==> config.mk <==
export PLATFORM = sky130hd
export DESIGN_NAME = ptst_dev_flat
export DESIGN_NICKNAME = d
export VERILOG_FILES = /design/src/inc/ptst_pkg.sv /design/src/inc/ptst_if.sv /design/src/rtl/ptst_exit_calc.sv /design/src/rtl/ptst_dev.sv /design/src/flat_wrapper.sv
export SDC_FILE = /design/constraint.sdc
export NUM_CORES = 2
export LEC_CHECK = 0
export ABC_AREA = 1
export BUFFER_PORTS_ARGS = -buffer_cell sky130_fd_sc_hd__buf_2
export CAP_MARGIN = 10
export CORE_MARGIN = 4
export CORE_UTILIZATION = 53
export CTS_BUF_LIST = sky130_fd_sc_hd__clkbuf_16
export DETAILED_ROUTE_END_ITERATION = 8
export PLACE_DENSITY_LB_ADDON = 0.3
export SYNTH_ARGS = -nofsm -noshare
export SYNTH_HDL_FRONTEND = slang
export SYNTH_SLANG_ARGS = --single-unit
==> constraint.sdc <==
create_clock -name clk -period 19.3 [get_ports clk]
set_input_delay 1.93 -clock clk [delete_from_list [all_inputs] [get_ports clk]]
set_output_delay 1.93 -clock clk [all_outputs]
set_load 0.02 [all_outputs]
==> src/inc/ptst_pkg.sv <==
// Notes on behaviour
// - client raises at most one mode request with sop
// - two-step request reports exit time on side bus
// - insertion overwrites timestamp field with exit time
// - correction adds residence time to correction field
// - checksum zeroed, fixed or kept; never both
// - client gives field offsets together with sop
// - two-step ignores one-step inputs, packet untouched
// - two-step exit time on wide/narrow bus with strobes
// - fingerprint returned unchanged with the valid strobe
// - exit equals entry plus pipeline plus extra latency
// - entry time sampled from clock at sop
// - new correction = old + residence + optional asymmetry
// - correction mode never inserts exit time
// - client drives ingress timestamp during sop cycle
// - asymmetry added only when apply input is set
// - time source advances every cycle, wide/narrow format
// - narrow-only build supports correction mode only
// - both formats: per-packet format select chooses
// - internal wide time; V1 select writes V1 stamp
// - wide time: seconds, wrapping nanoseconds, fraction
// - V1 stamp: 32-bit seconds, 32-bit nanoseconds
// - narrow time: 48-bit nanoseconds, 16-bit fraction
package ptst_pkg;
  localparam int DW = 64;
  localparam int OFF_W = 16;
  localparam int WIDX_W = OFF_W - 3;
  localparam int CLK_NS = 100;
  localparam int PIPE_CYC = 1;
  localparam logic [31:0] PIPE_LAT_NS = 32'(PIPE_CYC * CLK_NS);
  localparam logic [47:0] NS_PER_S = 48'h0000_3B9A_CA00;
  localparam logic [15:0] FRAC_SHIFT = 16'h0010;

  typedef struct packed {
    logic [47:0] sec;
    logic [31:0] ns;
    logic [15:0] frac;
  } ptst_v2_t;
  typedef struct packed {
    logic [47:0] ns;
    logic [15:0] frac;
  } ptst_n64_t;
  typedef struct packed {
    logic [31:0] sec;
    logic [31:0] ns;
  } ptst_v1_t;

  typedef enum logic [1:0] {M_NONE, M_TWO, M_INS, M_COR} ptst_mode_t;

  typedef struct packed {
    logic asym_apply;
    logic fmt_alt;
    logic csum_fix;
    logic csum_zero;
    ptst_mode_t mode;
  } ptst_ctrl_t;

  localparam logic CFG_ADDED = 1'b0;
  localparam logic CFG_ASYM = 1'b1;

  localparam logic [7:0] REG_CTRL = 8'h00;
  localparam logic [7:0] REG_OFFS = 8'h04;
  localparam logic [7:0] REG_ADDED = 8'h08;
  localparam logic [7:0] REG_ASYM = 8'h0C;
  localparam logic [7:0] REG_STAMP_LO = 8'h10;
  localparam logic [7:0] REG_STAMP_HI = 8'h14;
  localparam logic [7:0] REG_FPRINT = 8'h18;
  localparam logic [7:0] REG_COUNT = 8'h1C;
  localparam logic [1:0] HTRANS_NONSEQ = 2'h2;

  // ones-complement sum with end-around carry
  function automatic logic [15:0] oc_add(input logic [15:0] a, input logic [15:0] b);
    logic [16:0] t;
    t = {1'b0, a} + {1'b0, b};
    return t[15:0] + {15'h0000, t[16]};
  endfunction : oc_add

  // checksum compensation for replacing old by new, four 16-bit lanes
  function automatic logic [15:0] csum_fold(input logic [15:0] acc, input logic [DW-1:0] old_w,
                                            input logic [DW-1:0] new_w);
    logic [15:0] a;
    a = acc;
    for (int i = 0; i < DW / 16; i++) begin
      a = oc_add(a, oc_add(old_w[i*16 +: 16], ~new_w[i*16 +: 16]));
    end
    return a;
  endfunction : csum_fold
endpackage : ptst_pkg

==> src/inc/ptst_if.sv <==
`timescale 1ns/1ns
interface ptst_if #(parameter int FPW = 8);
  import ptst_pkg::*;
  logic tx_valid;
  logic tx_sop;
  logic tx_eop;
  logic [DW-1:0] tx_data;
  logic req_two_step;
  logic req_insert;
  logic req_correct;
  logic [OFF_W-1:0] off_stamp;
  logic [OFF_W-1:0] off_corr;
  logic [OFF_W-1:0] off_csum;
  logic csum_zero;
  logic csum_fix;
  logic fmt_alt;
  ptst_v2_t ingress_wide;
  ptst_n64_t ingress_narrow;
  logic asym_apply;
  logic [FPW-1:0] req_fprint;
  logic exit_stamp_wide_valid;
  ptst_v2_t exit_stamp_wide_bus;
  logic [FPW-1:0] exit_stamp_wide_fprint;
  logic exit_stamp_narrow_valid;
  ptst_n64_t exit_stamp_narrow_bus;
  logic [FPW-1:0] exit_stamp_narrow_fprint;
  logic cfg_we;
  logic cfg_sel;
  logic [31:0] cfg_data;

  modport dev (
    input tx_valid, tx_sop, tx_eop, tx_data, req_two_step, req_insert, req_correct,
    input off_stamp, off_corr, off_csum, csum_zero, csum_fix, fmt_alt,
    input ingress_wide, ingress_narrow, asym_apply, req_fprint, cfg_we, cfg_sel, cfg_data,
    output exit_stamp_wide_valid, exit_stamp_wide_bus, exit_stamp_wide_fprint,
    output exit_stamp_narrow_valid, exit_stamp_narrow_bus, exit_stamp_narrow_fprint
  );
  modport cli (
    output tx_valid, tx_sop, tx_eop, tx_data, req_two_step, req_insert, req_correct,
    output off_stamp, off_corr, off_csum, csum_zero, csum_fix, fmt_alt,
    output ingress_wide, ingress_narrow, asym_apply, req_fprint, cfg_we, cfg_sel, cfg_data,
    input exit_stamp_wide_valid, exit_stamp_wide_bus, exit_stamp_wide_fprint,
    input exit_stamp_narrow_valid, exit_stamp_narrow_bus, exit_stamp_narrow_fprint
  );
endinterface : ptst_if

==> src/rtl/ptst_exit_calc.sv <==
`timescale 1ns/1ns
module ptst_exit_calc
  import ptst_pkg::*;
(
  input wire ptst_v2_t tod_wide,
  input wire ptst_n64_t tod_narrow,
  input wire logic [31:0] delta_ns,
  output ptst_v2_t exit_wide,
  output ptst_n64_t exit_narrow
);
  logic [32:0] ns_sum;

  // delta stays far below one second, so one wrap step is enough
  always_comb begin
    ns_sum = {1'b0, tod_wide.ns} + {1'b0, delta_ns};
    exit_wide = tod_wide;
    if (48'(ns_sum) >= NS_PER_S) begin
      exit_wide.ns = 32'(48'(ns_sum) - NS_PER_S);
      exit_wide.sec = tod_wide.sec + 48'h1;
    end else begin
      exit_wide.ns = ns_sum[31:0];
    end
    exit_narrow = tod_narrow + (64'(delta_ns) << FRAC_SHIFT);
  end
endmodule : ptst_exit_calc

==> src/rtl/ptst_dev.sv <==
// Register access over AHB-Lite and the register offsets were chosen for this implementation.
`timescale 1ns/1ns
module ptst_dev
  import ptst_pkg::*;
#(
  parameter int FPW = 8,
  parameter bit HAS_WIDE = 1'b1,
  parameter bit HAS_NARROW = 1'b1
) (
  input wire logic clk,
  input wire logic nrst,
  ptst_if.dev lk,
  input wire ptst_v2_t send_side_clock_wide,
  input wire ptst_n64_t send_side_clock_narrow,
  output logic link_valid,
  output logic link_sop,
  output logic link_eop,
  output logic [DW-1:0] link_data
);
  typedef struct packed {
    logic [31:0] added_delay_setting;
    logic [31:0] asymmetry_delay_setting;
    ptst_mode_t mode;
    logic fmt_alt;
    logic asym_on;
    logic csum_zero;
    logic csum_fix;
    logic [WIDX_W-1:0] f_idx;
    logic [OFF_W-1:0] cs_off;
    ptst_v2_t exit_w;
    logic [DW-1:0] res;
    logic [WIDX_W-1:0] widx;
    logic [15:0] acc;
    logic out_valid;
    logic out_sop;
    logic out_eop;
    logic [DW-1:0] out_data;
    logic w_valid;
    ptst_v2_t w_bus;
    logic [FPW-1:0] w_fp;
    logic n_valid;
    ptst_n64_t n_bus;
    logic [FPW-1:0] n_fp;
  } ptst_dev_t;

  ptst_dev_t s;
  ptst_dev_t next_s;
  ptst_v2_t exit_w;
  ptst_n64_t exit_n;
  logic [DW-1:0] d;
  logic [47:0] rns;
  logic [1:0] lane;
  logic narrow_sel;

  // the extra latency is taken at sop together with the entry time
  ptst_exit_calc u_calc (
    .tod_wide(send_side_clock_wide),
    .tod_narrow(send_side_clock_narrow),
    .delta_ns(PIPE_LAT_NS + s.added_delay_setting),
    .exit_wide(exit_w),
    .exit_narrow(exit_n)
  );

  always_comb begin
    next_s = s;
    d = lk.tx_data;
    rns = '0;
    lane = s.cs_off[2:1];
    narrow_sel = 1'b0;
    next_s.w_valid = 1'b0;
    next_s.n_valid = 1'b0;
    next_s.out_valid = lk.tx_valid;
    next_s.out_sop = lk.tx_valid && lk.tx_sop;
    next_s.out_eop = lk.tx_valid && lk.tx_eop;
    if (lk.cfg_we) begin
      if (lk.cfg_sel == CFG_ASYM) begin
        next_s.asymmetry_delay_setting = lk.cfg_data;
      end else begin
        next_s.added_delay_setting = lk.cfg_data;
      end
    end
    if (lk.tx_valid && lk.tx_sop) begin
      next_s.widx = WIDX_W'(1);
      next_s.acc = '0;
      // narrow-only builds have no wide time, so only correction remains
      if (lk.req_two_step && HAS_WIDE) begin
        next_s.mode = M_TWO;
      end else if (lk.req_insert && HAS_WIDE) begin
        next_s.mode = M_INS;
      end else if (lk.req_correct) begin
        next_s.mode = M_COR;
      end else begin
        next_s.mode = M_NONE;
      end
      narrow_sel = HAS_NARROW && (!HAS_WIDE || lk.fmt_alt);
      next_s.fmt_alt = (next_s.mode == M_COR) ? narrow_sel : lk.fmt_alt;
      next_s.f_idx = (next_s.mode == M_INS) ? lk.off_stamp[OFF_W-1:3] : lk.off_corr[OFF_W-1:3];
      next_s.cs_off = lk.off_csum;
      next_s.asym_on = lk.asym_apply;
      next_s.csum_zero = lk.csum_zero && (next_s.mode inside {M_INS, M_COR});
      next_s.csum_fix = lk.csum_fix && (next_s.mode inside {M_INS, M_COR});
      next_s.exit_w = exit_w;
      if (narrow_sel) begin
        next_s.res = exit_n - lk.ingress_narrow;
      end else begin
        rns = (exit_w.sec - lk.ingress_wide.sec) * NS_PER_S + 48'(exit_w.ns)
              - 48'(lk.ingress_wide.ns);
        next_s.res = {rns, exit_w.frac} - 64'(lk.ingress_wide.frac);
      end
      if (next_s.mode == M_TWO) begin
        next_s.w_valid = HAS_WIDE;
        next_s.w_bus = exit_w;
        next_s.w_fp = lk.req_fprint;
        next_s.n_valid = HAS_NARROW;
        next_s.n_bus = exit_n;
        next_s.n_fp = lk.req_fprint;
      end
    end else if (lk.tx_valid) begin
      next_s.widx = s.widx + WIDX_W'(1);
      if (s.mode == M_INS) begin
        if (s.widx == s.f_idx) begin
          if (s.fmt_alt) begin
            d = {s.exit_w.sec[31:0], s.exit_w.ns};
          end else begin
            d = {s.exit_w.sec, s.exit_w.ns[31:16]};
          end
        end else if (s.widx == s.f_idx + WIDX_W'(1) && !s.fmt_alt) begin
          d = {s.exit_w.ns[15:0], lk.tx_data[47:0]};
        end
      end else if (s.mode == M_COR && s.widx == s.f_idx) begin
        // exit time feeds only the residence sum here
        d = lk.tx_data + s.res;
        if (s.asym_on) begin
          d = d + (64'(s.asymmetry_delay_setting) << FRAC_SHIFT);
        end
      end
      if (s.csum_zero && s.widx == s.cs_off[OFF_W-1:3]) begin
        d = d & ~({48'h0000_0000_0000, 16'hFFFF} << ((2'h3 - lane) * FRAC_SHIFT));
      end
      if (s.csum_fix) begin
        // compensation lands in the last two bytes, reserved by the client
        next_s.acc = csum_fold(s.acc, lk.tx_data, d);
        if (lk.tx_eop) begin
          d[15:0] = oc_add(d[15:0], next_s.acc);
        end
      end
    end
    next_s.out_data = d;
  end

  always_ff @(posedge clk) begin
    if (!nrst) begin
      s <= '0;
    end else begin
      s <= next_s;
    end
  end

  assign link_valid = s.out_valid;
  assign link_sop = s.out_sop;
  assign link_eop = s.out_eop;
  assign link_data = s.out_data;
  assign lk.exit_stamp_wide_valid = s.w_valid;
  assign lk.exit_stamp_wide_bus = s.w_bus;
  assign lk.exit_stamp_wide_fprint = s.w_fp;
  assign lk.exit_stamp_narrow_valid = s.n_valid;
  assign lk.exit_stamp_narrow_bus = s.n_bus;
  assign lk.exit_stamp_narrow_fprint = s.n_fp;
endmodule : ptst_dev

==> src/flat_wrapper.sv <==
// flat-port wrapper written by rule: the top's interface ports become plain ports
module ptst_dev_flat import ptst_pkg::*;
#(
  parameter int FPW = 8,
  parameter bit HAS_WIDE = 1'b1,
  parameter bit HAS_NARROW = 1'b1
)
  (clk, nrst, send_side_clock_wide, send_side_clock_narrow, link_valid, link_sop, link_eop, link_data, lk_tx_valid, lk_tx_sop, lk_tx_eop, lk_tx_data, lk_req_two_step, lk_req_insert, lk_req_correct, lk_off_stamp, lk_off_corr, lk_off_csum, lk_csum_zero, lk_csum_fix, lk_fmt_alt, lk_ingress_wide, lk_ingress_narrow, lk_asym_apply, lk_req_fprint, lk_cfg_we, lk_cfg_sel, lk_cfg_data, lk_exit_stamp_wide_valid, lk_exit_stamp_wide_bus, lk_exit_stamp_wide_fprint, lk_exit_stamp_narrow_valid, lk_exit_stamp_narrow_bus, lk_exit_stamp_narrow_fprint);
  ptst_if #(.FPW(FPW)) lk_i ();
  input wire logic clk;
  input wire logic nrst;
  input wire ptst_v2_t send_side_clock_wide;
  input wire ptst_n64_t send_side_clock_narrow;
  output logic link_valid;
  output logic link_sop;
  output logic link_eop;
  output logic [DW-1:0] link_data;
  input wire logic [$bits(lk_i.tx_valid)-1:0] lk_tx_valid;
  input wire logic [$bits(lk_i.tx_sop)-1:0] lk_tx_sop;
  input wire logic [$bits(lk_i.tx_eop)-1:0] lk_tx_eop;
  input wire logic [$bits(lk_i.tx_data)-1:0] lk_tx_data;
  input wire logic [$bits(lk_i.req_two_step)-1:0] lk_req_two_step;
  input wire logic [$bits(lk_i.req_insert)-1:0] lk_req_insert;
  input wire logic [$bits(lk_i.req_correct)-1:0] lk_req_correct;
  input wire logic [$bits(lk_i.off_stamp)-1:0] lk_off_stamp;
  input wire logic [$bits(lk_i.off_corr)-1:0] lk_off_corr;
  input wire logic [$bits(lk_i.off_csum)-1:0] lk_off_csum;
  input wire logic [$bits(lk_i.csum_zero)-1:0] lk_csum_zero;
  input wire logic [$bits(lk_i.csum_fix)-1:0] lk_csum_fix;
  input wire logic [$bits(lk_i.fmt_alt)-1:0] lk_fmt_alt;
  input wire logic [$bits(lk_i.ingress_wide)-1:0] lk_ingress_wide;
  input wire logic [$bits(lk_i.ingress_narrow)-1:0] lk_ingress_narrow;
  input wire logic [$bits(lk_i.asym_apply)-1:0] lk_asym_apply;
  input wire logic [$bits(lk_i.req_fprint)-1:0] lk_req_fprint;
  input wire logic [$bits(lk_i.cfg_we)-1:0] lk_cfg_we;
  input wire logic [$bits(lk_i.cfg_sel)-1:0] lk_cfg_sel;
  input wire logic [$bits(lk_i.cfg_data)-1:0] lk_cfg_data;
  output wire logic [$bits(lk_i.exit_stamp_wide_valid)-1:0] lk_exit_stamp_wide_valid;
  output wire logic [$bits(lk_i.exit_stamp_wide_bus)-1:0] lk_exit_stamp_wide_bus;
  output wire logic [$bits(lk_i.exit_stamp_wide_fprint)-1:0] lk_exit_stamp_wide_fprint;
  output wire logic [$bits(lk_i.exit_stamp_narrow_valid)-1:0] lk_exit_stamp_narrow_valid;
  output wire logic [$bits(lk_i.exit_stamp_narrow_bus)-1:0] lk_exit_stamp_narrow_bus;
  output wire logic [$bits(lk_i.exit_stamp_narrow_fprint)-1:0] lk_exit_stamp_narrow_fprint;
  assign lk_i.tx_valid = lk_tx_valid;
  assign lk_i.tx_sop = lk_tx_sop;
  assign lk_i.tx_eop = lk_tx_eop;
  assign lk_i.tx_data = lk_tx_data;
  assign lk_i.req_two_step = lk_req_two_step;
  assign lk_i.req_insert = lk_req_insert;
  assign lk_i.req_correct = lk_req_correct;
  assign lk_i.off_stamp = lk_off_stamp;
  assign lk_i.off_corr = lk_off_corr;
  assign lk_i.off_csum = lk_off_csum;
  assign lk_i.csum_zero = lk_csum_zero;
  assign lk_i.csum_fix = lk_csum_fix;
  assign lk_i.fmt_alt = lk_fmt_alt;
  assign lk_i.ingress_wide = lk_ingress_wide;
  assign lk_i.ingress_narrow = lk_ingress_narrow;
  assign lk_i.asym_apply = lk_asym_apply;
  assign lk_i.req_fprint = lk_req_fprint;
  assign lk_i.cfg_we = lk_cfg_we;
  assign lk_i.cfg_sel = lk_cfg_sel;
  assign lk_i.cfg_data = lk_cfg_data;
  assign lk_exit_stamp_wide_valid = lk_i.exit_stamp_wide_valid;
  assign lk_exit_stamp_wide_bus = lk_i.exit_stamp_wide_bus;
  assign lk_exit_stamp_wide_fprint = lk_i.exit_stamp_wide_fprint;
  assign lk_exit_stamp_narrow_valid = lk_i.exit_stamp_narrow_valid;
  assign lk_exit_stamp_narrow_bus = lk_i.exit_stamp_narrow_bus;
  assign lk_exit_stamp_narrow_fprint = lk_i.exit_stamp_narrow_fprint;
  ptst_dev #(.FPW(FPW), .HAS_WIDE(HAS_WIDE), .HAS_NARROW(HAS_NARROW)) u_core (.clk(clk), .nrst(nrst), .lk(lk_i), .send_side_clock_wide(send_side_clock_wide), .send_side_clock_narrow(send_side_clock_narrow), .link_valid(link_valid), .link_sop(link_sop), .link_eop(link_eop), .link_data(link_data));
endmodule
## Word-level counts from Yosys, hierarchy flattened

Cells that the tools add are included.

| storage, ports and cells | value |
|---|---|
| bits in registers | 509 |
| logic and storage cells | 122 |

| operators by class | value |
|---|---|
| order comparisons | 1 |
| $add $sub $neg | 33 |
| shifts and indexed selects | 1 |
| reductions and logical operators | 16 |
| bitwise gates (word level) | 8 |
| equality and inequality tests | 8 |
| $mul | 1 |
| mux-type cells | 27 |

Operators with widths:

| kind | count |
|---|---|
| 64-bit 2-to-1 mux | 14 |
| 178-bit 2-to-1 mux | 1 |
| 16-bit by 16-bit adder with 17-bit output | 9 |
| 16-bit by 1-bit adder with 16-bit output | 9 |
| 64-bit by 48-bit adder with 64-bit output | 2 |
| 64-bit adder | 1 |
| 64-bit AND | 1 |
| 16-bit inverter | 4 |
| 64-bit inverter | 1 |
| 16-bit by 16-bit left shift with 64-bit output, first input constant | 1 |
| 64-bit by 16-bit subtractor with 64-bit output | 1 |
| 64-bit subtractor | 1 |
| 48-bit by 1-bit adder with 48-bit output, second input constant | 1 |
| 48-bit by 32-bit adder with 48-bit output | 1 |
| 48-bit by 21-bit multiplier with 39-bit output, second input constant | 1 |
| 16-bit 2-to-1 mux | 3 |
| 48-bit 2-to-1 mux | 1 |
| 48-bit by 32-bit subtractor with 48-bit output | 1 |
| 48-bit subtractor | 1 |
| 13-bit == test | 3 |
| 17-bit 2-to-1 mux | 2 |
| 32-bit by 32-bit adder with 33-bit output | 1 |
| 33-bit by 30-bit >= comparator with 1-bit output, second input constant | 1 |
| 7-bit by 32-bit adder with 32-bit output, first input constant | 1 |
| 14 further kinds | 33 |

## Longest topological paths before layout

| depth | value |
|---|---|
| word-level depth | 29 |
| gate-level depth with buffers | 148 |
| gate-level depth less buffers | 148 |

## By module

Synthesis repeated with hierarchy kept, for this count alone.

| unflattened totals | value |
|---|---|
| cells, all modules | 10,859 |
| area total of the unflattened synthesis | 69,999.6 um^2 |

Modules (own cells, without submodules):

| module | cells an instance | instances | area an instance (um^2) |
|---|---|---|---|
| ptst_dev | 9,308 | 1 | 62,013.2 |
| ptst_exit_calc | 1,551 | 1 | 7,986.4 |

## Worst setup path after synthesis

No wires, ideal clock.

| path | value |
|---|---|
| path type | input -> register |
| start point | input port lk_tx_data[0] |
| end point | register u_core.s, in the netlist u_core.link_data[14] |
| path buffers | 0 |
| arrival | 19.275 ns |
| setup time | 0.070 ns |
| slack | -0.045 ns |
| stages | 137 |
| path through | ha_1 -> fa_1 -> nand3_1 -> nand3_1 -> a21oi_2 -> inv_1 -> nand2_1 -> nand2_1 -> a21oi_1 -> xor2_1 -> nand2_1 -> nand2_1 -> a21oi_4 -> xor2_1 -> nand2_1 -> nor2_1 -> nand3_1 -> nand3_1 -> (+101 left out) -> a21oi_1 -> or2_2 -> ha_1 -> ha_1 -> nand2_1 -> nor2_1 -> inv_1 -> nor2_1 -> nand2_1 -> nor3_1 -> nand2_1 -> nor2_1 -> inv_1 -> nor2_1 -> nand4_1 -> o21ai_0 -> nand3_1 -> a21oi_1 |

| between the ends | value |
|---|---|
| word-level cells in the longest chain between the ends | 28 |

Ends and longest elaborated chain:

| item | line | text |
|---|---|---|
| from (decl) | flat_wrapper.sv:21 | `input wire logic [$bits(lk_i.tx_data)-1:0] lk_tx_data;` |
| 64-bit adder | ptst_dev.sv:132 | `d = lk.tx_data + s.res;` |
| 64-bit by 48-bit adder with 64-bit output | ptst_dev.sv:134 | `d = d + (64'(s.asymmetry_delay_setting) << FRAC_SHIFT);` |
| 64-bit 2-to-1 mux | ptst_dev.sv:133 | `if (s.asym_on) begin` |
| 64-bit 2-to-1 mux | ptst_dev.sv:130 | `end else if (s.mode == M_COR && s.widx == s.f_idx) begin` |
| 64-bit 2-to-1 mux | ptst_dev.sv:120 | `if (s.mode == M_INS) begin` |
| 64-bit 2-to-1 mux | ptst_dev.sv:118 | `end else if (lk.tx_valid) begin` |
| 64-bit 2-to-1 mux | ptst_dev.sv:82 | `if (lk.tx_valid && lk.tx_sop) begin` |
| 64-bit AND | ptst_dev.sv:138 | `d = d & ~({48'h0000_0000_0000, 16'hFFFF} << ((2'h3 - lane) * FRAC_SHIFT));` |
| (+12 left out) | - |  |
| 16-bit by 16-bit adder with 17-bit output | ptst_pkg.sv:74 | `t = {1'b0, a} + {1'b0, b};` |
| 16-bit by 1-bit adder with 16-bit output | ptst_pkg.sv:75 | `return t[15:0] + {15'h0000, t[16]};` |
| 16-bit by 16-bit adder with 17-bit output | ptst_pkg.sv:74 |  |
| 16-bit by 1-bit adder with 16-bit output | ptst_pkg.sv:75 |  |
| 16-bit 2-to-1 mux | ptst_dev.sv:143 | `if (lk.tx_eop) begin` |
| 16-bit 2-to-1 mux * | ptst_dev.sv:140 | `if (s.csum_fix) begin` |
| 64-bit 2-to-1 mux * | ptst_dev.sv:118 |  |
| 64-bit 2-to-1 mux * | ptst_dev.sv:82 |  |
| to (signal assigned) | ptst_dev.sv:155 | `s <= next_s;` |
| to (decl) | ptst_dev.sv:46 | `ptst_dev_t s;` |

Every way passes the cells marked *; elsewhere a longest branch is shown, timed or not. The select of a mux whose other input is x is not followed.
A chain may end at the register's enable or synchronous reset.

## Final worst setup path

Same ends and word-level chain as after synthesis.

==> qor.yml <==
cts:
  cts_buffers: 66
  clk_latency_ns: 0.70
  cts_tree: "done"
  path_clk_slew_ns: 0.06
  cts_buffer_depth: 3
  cts.sinks: 507
  cts_hold_buf: 0
  clockRootBuffer: "clkbuf_16"
  htreeDepth: 3
synthesis:
  ys.flop_type: "dfxtp_1"
  synthTopCellsByArea: "dfxtp_1, ha_1, inv_1"
  ys_async_sr_fraction_pct: 0
  synth_cell_types: 69
  synth-seq-cells: 507
  syn_inst: 10567
  synth_top_cell_area_share_pct: 14.8
  synth_edf_count: 0
  yosysSeqAreaShare_pct: 14.8
  avgSynthCellArea_um2: 6.49
  synth_warnings: 0
  synth_largest_area_cell: "dfxtp_1"
  syn-cell-area_um2: 68600
  synth_nets: 12035
global_route:
  grt_usage_pct: 43.9
  grt_pass1_wl_um: 451000
  overflow: 0
  grt_max_degree: 118
  grt_pass1_vias: 73927
  antenna_found_initial: 52
flow_run:
  drv_cap: 0
placement:
  place.port_buffers: 714
  dpl.hpwl_um: 266000
  place_ws_ns: -1.87
  placed_area_um2: 77700
  routabilityCongestion: 1.09
outcome:
  violations: "DRC, setup timing"
  status: "complete, but fails checks"
timing:
  relSlewSlack_pct: 9.92
  period_minus_slack_ns: 19.71
  rsz0062_at_grt: "yes"
  final_max_slew_viol_count: 0
  final.period_utilization_pct: 102
  clock.fmax_ghz: 0.0507
  clock-skew-final_ns: 0.0279
  worstMarginPinSlew_ns: 1.35
  hold_viol_final: 0
  fin_ws_ns: -0.412
  setup_viol: 8
critical_path:
  slowest_delay_ns: 0.50
  crit_fanout: 5
  cp_common_cell: "nand2_2"
  critPathLaunchType: "input pin"
  crit_required_ns: 19.93
  critical_path_class: "input pin to register"
  endpoint_kind: "register"
  crit_slowest_cell: "a221o_2"
  arrival_ns: 20.34
final_layout:
  finish.instance_area_um2: 81400
  drive_gt1_share_pct: 16.8
  area_growth_pct: 18.8
  layout_commonest_cell: "inv_1"
  nets: 13198
  final_cell_mix: "inv_1, nand2_1, nor2_1, a21oi_1, buf_4"
drt:
  routed_wl_um: 313000
  wl_per_cell_um: 23.1
  vias: 77961
  drc_errors: 7
  antenna_left: 0
  drt_iter0_drc: 8316
  first_pass_iters: 9
  routed_via_density: 5.75
floorplanning:
  std_cell_rows: 131
  die_area_um2: 135000
  die_h_um: 368
  start_util_pct: 53.6
  die_w_um: 368
  core_um2: 128000
  ios: 731
min_path:
  hp-class: "register to register"
-- worst max-delay path, delay by kind of cell --
| family | cells | cell delay (ns) |
|---|---|---|
| AND/OR/NAND/NOR | 79 | 8.70 |
| adder cells (fa/ha/maj) | 16 | 3.58 |
| buffers and inverters | 19 | 1.71 |
| XOR/XNOR | 2 | 0.40 |
| AO/OA/AOI/OAI | 28 | 3.98 |
-- synth_stat cells (10+ instances only) --
| cell | number |
|---|---|
| inv_1 | 1954 |
| nand2_1 | 1909 |
| nor2_1 | 984 |
| a21oi_1 | 874 |
| o21ai_0 | 859 |
| ha_1 | 680 |
| dfxtp_1 | 507 |
| nand3_1 | 416 |
| xor2_1 | 398 |
| fa_1 | 302 |
| buf_4 | 242 |
| clkbuf_1 | 205 |
| xnor2_1 | 182 |
| nand4_1 | 119 |
| nor3_1 | 118 |
| o21bai_1 | 93 |
| o22ai_1 | 81 |
| o211ai_1 | 77 |
| a31oi_1 | 71 |
| nor4_1 | 50 |
| a22o_1 | 38 |
| a21o_1 | 36 |
| a211oi_1 | 35 |
| nor2_2 | 27 |
| nand3b_1 | 26 |
| nand2_2 | 24 |
| o221ai_1 | 23 |
| a21boi_0 | 21 |
| or2_2 | 20 |
| o21ai_1 | 19 |
| buf_1 | 15 |
| o21a_1 | 15 |
| inv_2 | 14 |
| o31ai_1 | 14 |
| a221oi_1 | 10 |
-- path summary, 6_finish.rpt --
| check | end | slack, ns | cells after the start | start |
|---|---|---|---|---|
| worst min-delay path | u_core.s[432] | 0.47 | 2 | u_core.s[432] |
| worst max register to register | u_core.link_data[14] | 0.28 | 140 | u_core.s[266] |
| worst min register to register | u_core.s[432] | 0.47 | 2 | u_core.s[432] |
| worst max-delay path | u_core.link_data[14] | -0.41 | 144 | lk_tx_data[0] |
-- cell families (layout without fill, tap and decap cells) --
group / count (synthesis) / after routing / synth area share [%]
AND/OR/NAND/NOR: 3737 / 3737 / 22.8
buffers and inverters: 2445 / 3661 / 14.7
AO/OA/AOI/OAI: 2309 / 2309 / 18.9
adder cells (fa/ha/maj): 982 / 982 / 21.2
XOR/XNOR: 587 / 587 / 7.61
flip-flops: 507 / 507 / 14.8
other: 0 / 43 / 0
-- metal layers --
layer	GRT usage (%)	up-vias	wire [um]
met5	0.783	-	220
met4	31.0	14	26900
met3	9.11	1036	29300
met2	69.7	4060	139000
met1	52.9	36469	118000
li1	-	36382	-
-- timing repair --
item,4_1_cts,5_1_grt
gates cloned,0,0
resized for setup,48,192
buffers inserted,10,37
pin swaps,35,151
endpoints found under the hold margin,0,0
setup endpoints to repair,16,19
-- flip-flops by register name (all words and copies together) (netlist names) --
register and count:
u_core.lane 2, u_core.link_data 64, u_core.link_eop 1, u_core.link_sop 1
u_core.link_valid 1, u_core.lk.exit_stamp_narrow_bus 64, u_core.lk.exit_stamp_narrow_valid 1, u_core.lk.exit_stamp_wide_bus 96
u_core.lk.exit_stamp_wide_fprint 8, u_core.s 269
-- area by class of cell --
| cell class | count | area [um2] |
|---|---|---|
| Multi-Input combinational cell | 7615 | 49400 |
| Fill cell | 11847 | 46600 |
| Sequential cell | 507 | 10200 |
| Timing Repair Buffer | 1566 | 10000 |
| Inverter | 1974 | 7420 |
| Tap cell | 1729 | 2160 |
| Clock buffer | 67 | 1680 |
| Clock inverter | 54 | 498 |
| Antenna cell | 43 | 108 |
-- metrics by stage --
step / hold WS (ns) / util, % / cells / setup TNS [ns]
floorplan: 0.429 / - / 10567 / 0
global placement: 0.443 / 60.7 / 13343 / -11.35
detailed placement: 0.453 / 60.7 / 13343 / -20.72
CTS: 0.464 / 62.6 / 13474 / 0
global route: 0.486 / 63.6 / 13529 / -19.05
finish: 0.467 / 63.6 / 13555 / -2.07
Power is left out: the tool's default activity adds up to more than one toggle a clock period on the data nets, which glitch-free logic cannot reach.
